`config.mk`:
```
export PLATFORM = sky130hd
export DESIGN_NAME = conversion_clock_select_sequencer
export DESIGN_NICKNAME = d
export VERILOG_FILES = /design/src/rtl/conversion_clock_select_tick_gen.v /design/src/rtl/conversion_clock_select_sequencer.v
export VERILOG_INCLUDE_DIRS = /design/src /design/src/rtl
export SDC_FILE = /design/constraint.sdc
export NUM_CORES = 1
export LEC_CHECK = 0
export BUFFER_PORTS_ARGS = -buffer_cell sky130_fd_sc_hd__buf_2
export CORE_MARGIN = 1
export CORE_UTILIZATION = 50
export DETAILED_ROUTE_END_ITERATION = 7
export GPL_ROUTABILITY_DRIVEN = 0
export PLACE_DENSITY_LB_ADDON = 0.05
export SKIP_CTS_REPAIR_TIMING = 1
export SYNTH_ARGS = -nofsm -noshare
export SYNTH_HDL_FRONTEND = slang
export SYNTH_SLANG_ARGS = --single-unit
```
`constraint.sdc`:
```
create_clock -name ref_clk_i -period 3.8 [get_ports ref_clk_i]
set_clock_uncertainty 0.05 [all_clocks]
set_input_delay 0.38 -clock ref_clk_i [delete_from_list [all_inputs] [get_ports ref_clk_i]]
set_output_delay 0.38 -clock ref_clk_i [all_outputs]
set_load 0.005 [all_outputs]
```
`src/rtl/conversion_clock_select_defines.vh`:
```
/*
 Constants for the converter sequencer: register byte offsets, field positions,
 reset values and timing counts.
 Assumes a 10 MHz system clock and 32-bit AXI4-Lite register access.
*/
`ifndef CONVERSION_CLOCK_SELECT_DEFINES_VH
`define CONVERSION_CLOCK_SELECT_DEFINES_VH

// Register byte offsets.
`define CONVERSION_CLOCK_SELECT_OFF_CTRL        8'h00
`define CONVERSION_CLOCK_SELECT_OFF_TIMING      8'h04
`define CONVERSION_CLOCK_SELECT_OFF_RESULT      8'h08
`define CONVERSION_CLOCK_SELECT_OFF_STATUS      8'h0c
`define CONVERSION_CLOCK_SELECT_OFF_MASK        8'h10
`define CONVERSION_CLOCK_SELECT_OFF_PINCFG      8'h14
`define CONVERSION_CLOCK_SELECT_OFF_PORT        8'h18

// Control register fields.
`define CONVERSION_CLOCK_SELECT_CTRL_GO         0
`define CONVERSION_CLOCK_SELECT_CTRL_CHAN_LSB   4
`define CONVERSION_CLOCK_SELECT_CTRL_CHAN_MSB   7

// Timing register fields.
`define CONVERSION_CLOCK_SELECT_TIM_CLK_LSB     0
`define CONVERSION_CLOCK_SELECT_TIM_CLK_MSB     2
`define CONVERSION_CLOCK_SELECT_TIM_ACQ_LSB     3
`define CONVERSION_CLOCK_SELECT_TIM_ACQ_MSB     5

// Status bit positions.
`define CONVERSION_CLOCK_SELECT_ST_DONE         0

// Reset values.
`define CONVERSION_CLOCK_SELECT_RST_TIMING      6'h00
`define CONVERSION_CLOCK_SELECT_RST_MASK        1'b0
`define CONVERSION_CLOCK_SELECT_RST_PINCFG      16'h0000

// Bit periods per 10-bit conversion.
`define CONVERSION_CLOCK_SELECT_BITS_PER_CONV   4'hb

// Internal RC bit period in nanoseconds and system clock period in nanoseconds.
`define CONVERSION_CLOCK_SELECT_RC_PERIOD_NS    4000
`define CONVERSION_CLOCK_SELECT_CLK_PERIOD_NS   100

`endif

```
`src/rtl/conversion_clock_select_tick_gen.v`:
```
/*
 Bit-period tick generator: emits a one-cycle tick at the end of each period.
 Assumes the reload value is held steady while enabled; restart clears the count.
*/
`timescale 1ns/10ps
`default_nettype none

module conversion_clock_select_tick_gen #(
   parameter WIDTH = 8
) (
   // Clock and reset.
   input  wire             ref_clk_i,
   input  wire             resetn_i,
   // Control.
   input  wire             run_i,
   input  wire [WIDTH-1:0] period_i,
   // Tick output.
   output wire             tick_o
);

   reg [WIDTH-1:0] cnt_reg;

   // Tick when the count reaches the last cycle of the period.
   assign tick_o = run_i && (cnt_reg == period_i - {{(WIDTH-1){1'b0}}, 1'b1});

   // Free count while running, cleared when stopped.
   always @(posedge ref_clk_i or negedge resetn_i)
   begin
      if (!resetn_i)
         cnt_reg <= {WIDTH{1'b0}};
      else if (!run_i || tick_o)
         cnt_reg <= {WIDTH{1'b0}};
      else
         cnt_reg <= cnt_reg + {{(WIDTH-1){1'b0}}, 1'b1};
   end

endmodule
`default_nettype wire

```
`src/rtl/conversion_clock_select_sequencer.v`:
```
/*
 Acquisition and conversion sequencer of a 10-bit successive-approximation
 converter, with an AXI4-Lite register slave and a done interrupt.
 Assumes the comparator output is synchronous to ref_clk_i and that the analog
 front end samples while sample_o is high.
*/
`timescale 1ns/10ps
`default_nettype none
`include "conversion_clock_select_defines.vh"

////////////////////////////////////////////////////////////////////////////////
// Notes on behaviour
// Acquisition select zero: go starts conversion at once, no added delay.
// Acquisition select is timing bits 5:3, reset zero.
// Nonzero select: keep sampling the programmed time, then convert automatically.
// Conversion end clears go, sets done flag, resumes sampling selected channel.
// No status tells acquisition apart from conversion.
// A conversion lasts exactly 11 bit periods.
// Clock select: 000/100/001/101/010/110 give 2..64 clocks, x11 internal RC.
// Software keeps the oscillator within each divider's maximum frequency.
// Software picks the shortest bit period above the minimum.
// RC source gives a typical 4 us bit period, independent of oscillator; the code counts 40 system clocks, so it follows the oscillator.
// Above 1 MHz with RC clock, software sleeps through the conversion.
// Port reads return zero on pins configured analog.
// Sequencing ignores channel select and direction bits.
// Output-configured selected pin converts its own driven level.
// Software sets direction to input for analog pins.
// With zero acquisition, software waits acquisition time before go.
// Nonzero acquisition codes map to bit-period counts via a parameter table.
// Go set while busy is ignored; clearing go aborts and resumes sampling.
module conversion_clock_select_sequencer #(
   parameter       NPINS    = 16,
   parameter [20:0] ACQ_TABLE = {3'd1, 3'd2, 3'd3, 3'd4, 3'd5, 3'd6, 3'd7}
) (
   // Clock and reset.
   input  wire             ref_clk_i,
   input  wire             resetn_i,
   // AXI4-Lite write address and data.
   input  wire [7:0]       s_axi_awaddr,
   input  wire             s_axi_awvalid,
   output wire             s_axi_awready,
   input  wire [31:0]      s_axi_wdata,
   input  wire [3:0]       s_axi_wstrb,
   input  wire             s_axi_wvalid,
   output wire             s_axi_wready,
   // AXI4-Lite write response.
   output reg  [1:0]       s_axi_bresp,
   output reg              s_axi_bvalid,
   input  wire             s_axi_bready,
   // AXI4-Lite read.
   input  wire [7:0]       s_axi_araddr,
   input  wire             s_axi_arvalid,
   output wire             s_axi_arready,
   output reg  [31:0]      s_axi_rdata,
   output reg  [1:0]       s_axi_rresp,
   output reg              s_axi_rvalid,
   input  wire             s_axi_rready,
   // Analog front end.
   input  wire             comp_i,
   output reg              sample_o,
   output reg  [3:0]       channel_o,
   output reg  [9:0]       dac_o,
   // Port pins.
   input  wire [NPINS-1:0] pin_level_i,
   // Interrupt.
   output wire             irq_o
);

   localparam ST_SAMPLE = 2'd0;
   localparam ST_ACQ    = 2'd1;
   localparam ST_CONV   = 2'd2;
   localparam RC_CYC    = `CONVERSION_CLOCK_SELECT_RC_PERIOD_NS / `CONVERSION_CLOCK_SELECT_CLK_PERIOD_NS;

   ////////////////////////////////////////////////////////////////////////////
   reg  [1:0]       state_reg;
   reg              go_reg;
   reg  [3:0]       chan_reg;
   reg  [5:0]       timing_reg;
   reg  [9:0]       result_reg;
   reg  [9:0]       sar_reg;
   reg  [3:0]       bit_cnt_reg;
   reg  [2:0]       acq_cnt_reg;
   reg              done_reg;
   reg              mask_reg;
   reg  [NPINS-1:0] pincfg_reg;
   reg              aw_hold_reg;
   reg  [7:0]       aw_addr_reg;
   reg              w_hold_reg;
   reg  [31:0]      w_data_reg;
   reg  [3:0]       w_strb_reg;
   reg  [7:0]       tad_period;
   wire             tick;
   wire [2:0]       clk_sel = timing_reg[`CONVERSION_CLOCK_SELECT_TIM_CLK_MSB:`CONVERSION_CLOCK_SELECT_TIM_CLK_LSB];
   wire [2:0]       acq_sel = timing_reg[`CONVERSION_CLOCK_SELECT_TIM_ACQ_MSB:`CONVERSION_CLOCK_SELECT_TIM_ACQ_LSB];
   wire [2:0]       acq_len = ACQ_TABLE[(3'd7 - acq_sel) * 3 +: 3];

   ////////////////////////////////////////////////////////////////////////////
   // Bit period in system clocks from the clock select field.
   always @*
   begin
      case (clk_sel)
         3'b000:  tad_period = 8'h02;
         3'b100:  tad_period = 8'h04;
         3'b001:  tad_period = 8'h08;
         3'b101:  tad_period = 8'h10;
         3'b010:  tad_period = 8'h20;
         3'b110:  tad_period = 8'h40;
         default: tad_period = RC_CYC[7:0];
      endcase
   end

   // Bit-period ticks run only while acquiring or converting.
   conversion_clock_select_tick_gen #(
      .WIDTH     (8)
   ) conversion_clock_select_tick_gen_inst (
      .ref_clk_i (ref_clk_i),
      .resetn_i  (resetn_i),
      .run_i     (state_reg != ST_SAMPLE),
      .period_i  (tad_period),
      .tick_o    (tick)
   );

   ////////////////////////////////////////////////////////////////////////////
   // Bus handshakes: address and data are taken in either order.
   wire do_write = aw_hold_reg && w_hold_reg && !s_axi_bvalid;
   assign s_axi_awready = !aw_hold_reg;
   assign s_axi_wready  = !w_hold_reg;
   assign s_axi_arready = !s_axi_rvalid;
   wire wr_ctrl  = do_write && aw_addr_reg == `CONVERSION_CLOCK_SELECT_OFF_CTRL && w_strb_reg[0];
   wire go_write = wr_ctrl && w_data_reg[`CONVERSION_CLOCK_SELECT_CTRL_GO];
   wire go_clear = wr_ctrl && !w_data_reg[`CONVERSION_CLOCK_SELECT_CTRL_GO];
   wire conv_end = state_reg == ST_CONV && tick && bit_cnt_reg == `CONVERSION_CLOCK_SELECT_BITS_PER_CONV - 4'h1;

   // Capture of address and data beats, and the write response.
   always @(posedge ref_clk_i or negedge resetn_i)
   begin
      if (!resetn_i)
      begin
         aw_hold_reg  <= 1'b0;
         aw_addr_reg  <= 8'h00;
         w_hold_reg   <= 1'b0;
         w_data_reg   <= 32'h00000000;
         w_strb_reg   <= 4'h0;
         s_axi_bvalid <= 1'b0;
         s_axi_bresp  <= 2'b00;
      end
      else
      begin
         if (s_axi_awvalid && !aw_hold_reg)
         begin
            aw_hold_reg <= 1'b1;
            aw_addr_reg <= s_axi_awaddr;
         end
         if (s_axi_wvalid && !w_hold_reg)
         begin
            w_hold_reg <= 1'b1;
            w_data_reg <= s_axi_wdata;
            w_strb_reg <= s_axi_wstrb;
         end
         if (do_write)
         begin
            aw_hold_reg  <= 1'b0;
            w_hold_reg   <= 1'b0;
            s_axi_bvalid <= 1'b1;
            s_axi_bresp  <= (aw_addr_reg > `CONVERSION_CLOCK_SELECT_OFF_PORT || aw_addr_reg[1:0] != 2'b00) ? 2'b10 : 2'b00;
         end
         else if (s_axi_bready)
            s_axi_bvalid <= 1'b0;
      end
   end

   // Configuration registers written by software.
   always @(posedge ref_clk_i or negedge resetn_i)
   begin
      if (!resetn_i)
      begin
         chan_reg   <= 4'h0;
         timing_reg <= `CONVERSION_CLOCK_SELECT_RST_TIMING;
         mask_reg   <= `CONVERSION_CLOCK_SELECT_RST_MASK;
         pincfg_reg <= {NPINS{1'b0}};
      end
      else if (do_write)
      begin
         if (wr_ctrl)
            chan_reg <= w_data_reg[`CONVERSION_CLOCK_SELECT_CTRL_CHAN_MSB:`CONVERSION_CLOCK_SELECT_CTRL_CHAN_LSB];
         if (aw_addr_reg == `CONVERSION_CLOCK_SELECT_OFF_TIMING && w_strb_reg[0])
            timing_reg <= w_data_reg[5:0];
         if (aw_addr_reg == `CONVERSION_CLOCK_SELECT_OFF_MASK && w_strb_reg[0])
            mask_reg <= w_data_reg[`CONVERSION_CLOCK_SELECT_ST_DONE];
         if (aw_addr_reg == `CONVERSION_CLOCK_SELECT_OFF_PINCFG && w_strb_reg[0])
            pincfg_reg[7:0] <= w_data_reg[7:0];
         if (aw_addr_reg == `CONVERSION_CLOCK_SELECT_OFF_PINCFG && w_strb_reg[1])
            pincfg_reg[NPINS-1:8] <= w_data_reg[NPINS-1:8];
      end
   end

   ////////////////////////////////////////////////////////////////////////////
   // Acquisition and conversion sequence. Channel and pin direction play
   // no part in the flow; the front end converts whatever the pin shows.
   always @(posedge ref_clk_i or negedge resetn_i)
   begin
      if (!resetn_i)
      begin
         state_reg   <= ST_SAMPLE;
         go_reg      <= 1'b0;
         sar_reg     <= 10'h000;
         result_reg  <= 10'h000;
         bit_cnt_reg <= 4'h0;
         acq_cnt_reg <= 3'h0;
      end
      else
      begin
         case (state_reg)
            ST_SAMPLE:
            begin
               if (go_write)
               begin
                  go_reg      <= 1'b1;
                  acq_cnt_reg <= 3'h0;
                  bit_cnt_reg <= 4'h0;
                  sar_reg     <= 10'h200;
                  if (acq_sel == 3'b000)
                     state_reg <= ST_CONV;
                  else
                     state_reg <= ST_ACQ;
               end
            end
            ST_ACQ:
            begin
               if (go_clear)
               begin
                  go_reg    <= 1'b0;
                  state_reg <= ST_SAMPLE;
               end
               else if (tick)
               begin
                  acq_cnt_reg <= acq_cnt_reg + 3'h1;
                  if (acq_cnt_reg + 3'h1 >= acq_len)
                     state_reg <= ST_CONV;
               end
            end
            ST_CONV:
            begin
               if (go_clear)
               begin
                  go_reg    <= 1'b0;
                  state_reg <= ST_SAMPLE;
               end
               else if (tick)
               begin
                  bit_cnt_reg <= bit_cnt_reg + 4'h1;
                  if (bit_cnt_reg >= 4'h1 && bit_cnt_reg <= 4'ha)
                  begin
                     // One bit decided per period after the first.
                     sar_reg[4'ha - bit_cnt_reg] <= comp_i;
                     if (bit_cnt_reg != 4'ha)
                        sar_reg[4'h9 - bit_cnt_reg] <= 1'b1;
                  end
                  if (conv_end)
                  begin
                     go_reg     <= 1'b0;
                     result_reg <= {sar_reg[9:1], comp_i}; // Last bit is decided at this edge.
                     state_reg  <= ST_SAMPLE;
                  end
               end
            end
            default:
               state_reg <= ST_SAMPLE;
         endcase
      end
   end

   // Front-end outputs: sampling resumes on the current channel when idle.
   always @(posedge ref_clk_i or negedge resetn_i)
   begin
      if (!resetn_i)
      begin
         sample_o  <= 1'b1;
         channel_o <= 4'h0;
         dac_o     <= 10'h000;
      end
      else
      begin
         sample_o  <= state_reg != ST_CONV;
         channel_o <= chan_reg;
         dac_o     <= sar_reg;
      end
   end

   ////////////////////////////////////////////////////////////////////////////
   // Done flag: set on conversion end wins over a write-one clear.
   always @(posedge ref_clk_i or negedge resetn_i)
   begin
      if (!resetn_i)
         done_reg <= 1'b0;
      else if (conv_end)
         done_reg <= 1'b1;
      else if (do_write && aw_addr_reg == `CONVERSION_CLOCK_SELECT_OFF_STATUS && w_strb_reg[0] && w_data_reg[`CONVERSION_CLOCK_SELECT_ST_DONE])
         done_reg <= 1'b0;
   end

   assign irq_o = done_reg && mask_reg;

   ////////////////////////////////////////////////////////////////////////////
   // Read data mux; busy shows as go only, never the phase.
   wire [31:0] port_word = {{(32-NPINS){1'b0}}, pin_level_i & ~pincfg_reg};

   always @(posedge ref_clk_i or negedge resetn_i)
   begin
      if (!resetn_i)
      begin
         s_axi_rvalid <= 1'b0;
         s_axi_rdata  <= 32'h00000000;
         s_axi_rresp  <= 2'b00;
      end
      else if (s_axi_arvalid && !s_axi_rvalid)
      begin
         s_axi_rvalid <= 1'b1;
         s_axi_rresp  <= 2'b00;
         case (s_axi_araddr)
            `CONVERSION_CLOCK_SELECT_OFF_CTRL:   s_axi_rdata <= {24'h000000, chan_reg, 3'b000, go_reg};
            `CONVERSION_CLOCK_SELECT_OFF_TIMING: s_axi_rdata <= {26'h0000000, timing_reg};
            `CONVERSION_CLOCK_SELECT_OFF_RESULT: s_axi_rdata <= {22'h000000, result_reg};
            `CONVERSION_CLOCK_SELECT_OFF_STATUS: s_axi_rdata <= {31'h00000000, done_reg};
            `CONVERSION_CLOCK_SELECT_OFF_MASK:   s_axi_rdata <= {31'h00000000, mask_reg};
            `CONVERSION_CLOCK_SELECT_OFF_PINCFG: s_axi_rdata <= {{(32-NPINS){1'b0}}, pincfg_reg};
            `CONVERSION_CLOCK_SELECT_OFF_PORT:   s_axi_rdata <= port_word;
            default:
            begin
               s_axi_rdata <= 32'h00000000;
               s_axi_rresp <= 2'b10;
            end
         endcase
      end
      else if (s_axi_rready)
         s_axi_rvalid <= 1'b0;
   end

endmodule
`default_nettype wire

```
==> run metrics <==
I/O Pins=133; Fin. Hold Viols=0; clk buf depth=2; critical path type=reg2reg; reg2reg setup slack=0.23 ns; relative slew slack=0.2323; HPWL Detailed=11390 um; Crit. End Element=register; maximum operating frequency=280.3 MHz; min Tclk post-route=3.568 ns; Slew Viols, Final=0; share of layout cells above drive strength 1=0.2427; Root Buffer=clkbuf_16; Area Overhead vs Synth=17.47%; Sequential Power Share=0.375; H-tree depth=4; worst slack at placement=0.2897 ns; Total GRT Usage=0.2376; Max-cap violations=0; largest net degree at the start of global routing=54; cts bufs inserted=17; CP Launch Type=register; hold worst-path end=s_axi_rvalid$_DFFE_PN0P_; Critical Path RT=4.10 ns; area of the mapped netlist=6769 um2; Diodes inserted=0; CTS sink cnt=129; RSZ-0062 raised after global routing=false; worst slew pin tran=1.152 ns; average size of a mapped cell=10.56 um2; total routed wirelength=15620 um; P_int=3.380 mW; Final Cycle Share=0.9389; commonest non-fill, non-tap cell in the layout=dfrtp_1; worst setup margin=0.2322 ns; Reg-to-Reg Start=timing_reg[4]$_DFFE_PN0P_; CTS tree=built; first-pass iteration count of the detailed router=5; area taken by multi-input logic gates=3257 um2; Die Ht=118.4 um; net switching power=1.872 mW; Rows=42; Avg WL per Cell=16.87 um; Synth cell types=68; Seq/Total Area, Yosys=0.4771; most frequent cells in the layout=dfrtp_1 (128), buf_2 (95), nand2_1 (67); Crit Path Max Fanout=10; top_reg_cell synth=dfrtp_1; Routed Antenna Nets=0; status=completed; Comb power frac=0.325; Peak VDD IR=0.0003503 V; Overflow after GRT=0; asr flop ratio synth=1.000; Reg area=3229 um2; Sw Ratio=0.3565; Clock Latency Late Sink=0.42 ns; number of nets in the layout=838; Avg Vias per Cell=5.631; Hold/Removal Path Class=in2reg; Worst R2R End=state_reg[1]$_DFFE_PN0P_; Post-Layout Cell Count=926; Port Buffer Count=96; Leakage=3.752 nW; number of warning messages in the yosys log=0; initial drt markers=360; CP Launch Point=timing_reg[4]$_DFFE_PN0P_; Die Area=14010 um2; register bit total from synthesis=129; DR vias=5214; worst hold path depth=2; Final setup viols=0; FF-to-FF path depth=16; WP data arrival=3.87 ns; vias in the first global route=5005; first-pass GRT wire length=25710 um; Residual DRC=0; Initial Utilization=0.5111; setup TNS=0 ns; overall die width=118.4 um; clock transition at the registers of the reported paths=0.06 ns; FILL cells=1147; Post-synth EDFFs=0; Clk pwr share=0.300; Core Box Area=13240 um2; placed cell count=894; Power Dens Cells=660.5 nW/um2; Mapped Cells=641; Hold Startpoint=s_axi_rready; initial antenna violation count=0
critical path, cell delays in order, from the launching register on:
cell,delay (ns)
dfrtp_1,0.51
inv_1,0.14
ha_1,0.35
ha_1,0.22
ha_1,0.17
nor2_1,0.25
nor2_1,0.08
nor3_1,0.18
a21oi_1,0.08
nor2_1,0.17
a21oi_1,0.07
ha_1,0.29
inv_1,0.03
o21ai_0,0.15
nand4_1,0.12
a222oi_1,0.43
o32a_1,0.20
cells in the mapped netlist (all sizes together), types with 3 or more instances:
library cell	instances	share of area
a211oi	12	0.013
a21o	3	0.0033
a21oi	25	0.018
a221oi	9	0.012
a222oi	3	0.0044
a22o	5	0.0065
a22oi	7	0.0078
a31oi	12	0.011
a32o	4	0.0059
and3	10	0.0092
and3b	3	0.0039
buf	24	0.025
clkbuf	25	0.014
dfrtp	128	0.47
ha	24	0.044
inv	22	0.012
mux2	61	0.10
mux2i	5	0.0074
nand2	67	0.037
nand2b	13	0.012
nand3	17	0.013
nand3b	3	0.0033
nand4	6	0.0065
nor2	30	0.017
nor2b	10	0.0092
nor3	15	0.011
nor4	8	0.015
nor4b	4	0.0052
o211ai	4	0.0044
o21ai	26	0.020
o31ai	7	0.0078
or3	3	0.0028
or4	3	0.0039
xnor2	7	0.0091
xor2	10	0.013
power groups by stage:
stage	Sequential, mW	Combinational, mW	Clock [mW]
6_report	1.97	1.71	1.58
5_1_grt	2.02	1.88	1.66
4_1_cts	1.97	1.70	1.61
3_5_place_dp	1.99	1.68	0
3_3_place_gp	1.98	1.65	0
2_1_floorplan	1.87	1.31	0
layer usage:
metal	global-route usage	up-vias	wire length [um]
li1	-	2494	-
met5	0	-	0
met3	0.04778	26	727
met4	0.1106	0	322
met2	0.3699	157	7294
met1	0.3195	2537	7279
area by class of cell:
type / instances / area share
sequential: 129 / 0.4061
tap: 176 / 0.02769
multi-input combinational: 458 / 0.4096
inverter: 22 / 0.01039
clock buffer: 22 / 0.05838
timing repair buffer: 110 / 0.07427
clock inverter: 9 / 0.01353
worst max-delay path by stage:
stage	to	slack, ns	cells after the start
6_report	state_reg[1]$_DFFE_PN0P_	0.23	16
5_1_grt	state_reg[0]$_DFFE_PN0P_	0.06	16
2_1_floorplan	state_reg[1]$_DFFE_PN0P_	0.71	15
4_1_cts	state_reg[1]$_DFFE_PN0P_	0.23	16
3_5_place_dp	state_reg[1]$_DFFE_PN0P_	0.29	16
3_3_place_gp	state_reg[1]$_DFFE_PN0P_	0.56	15
logic make-up (layout without fill, tap and decap cells):
group	Yosys count	count (layout)	share of synthesized area
AO/OA/AOI/OAI	130	130	0.1336
AND/OR/NAND/NOR	203	203	0.1623
multiplexers	66	66	0.1089
flip-flops	129	129	0.4771
adder cells (fa/ha/maj)	24	24	0.04436
other	1	18	0.0005540
buffers and inverters	71	163	0.05120
XOR/XNOR	17	17	0.02200
through the flow:
stage / instance area, um2 / power, mW / utilization / hold WS [ns]
after global routing: 7951 / 5.563 / 0.6004 / 0.1213
after CTS: 7941 / 5.275 / 0.5997 / -0.04148
after floorplan: 6833 / 3.179 / - / 0.03441
after detailed placement: 7370 / 3.674 / 0.5565 / 0.3208
final: 7951 / 5.252 / 0.6004 / 0.09658
after global placement: 7370 / 3.623 / 0.5565 / 0.3210
Power figures use the tool's default switching activity.
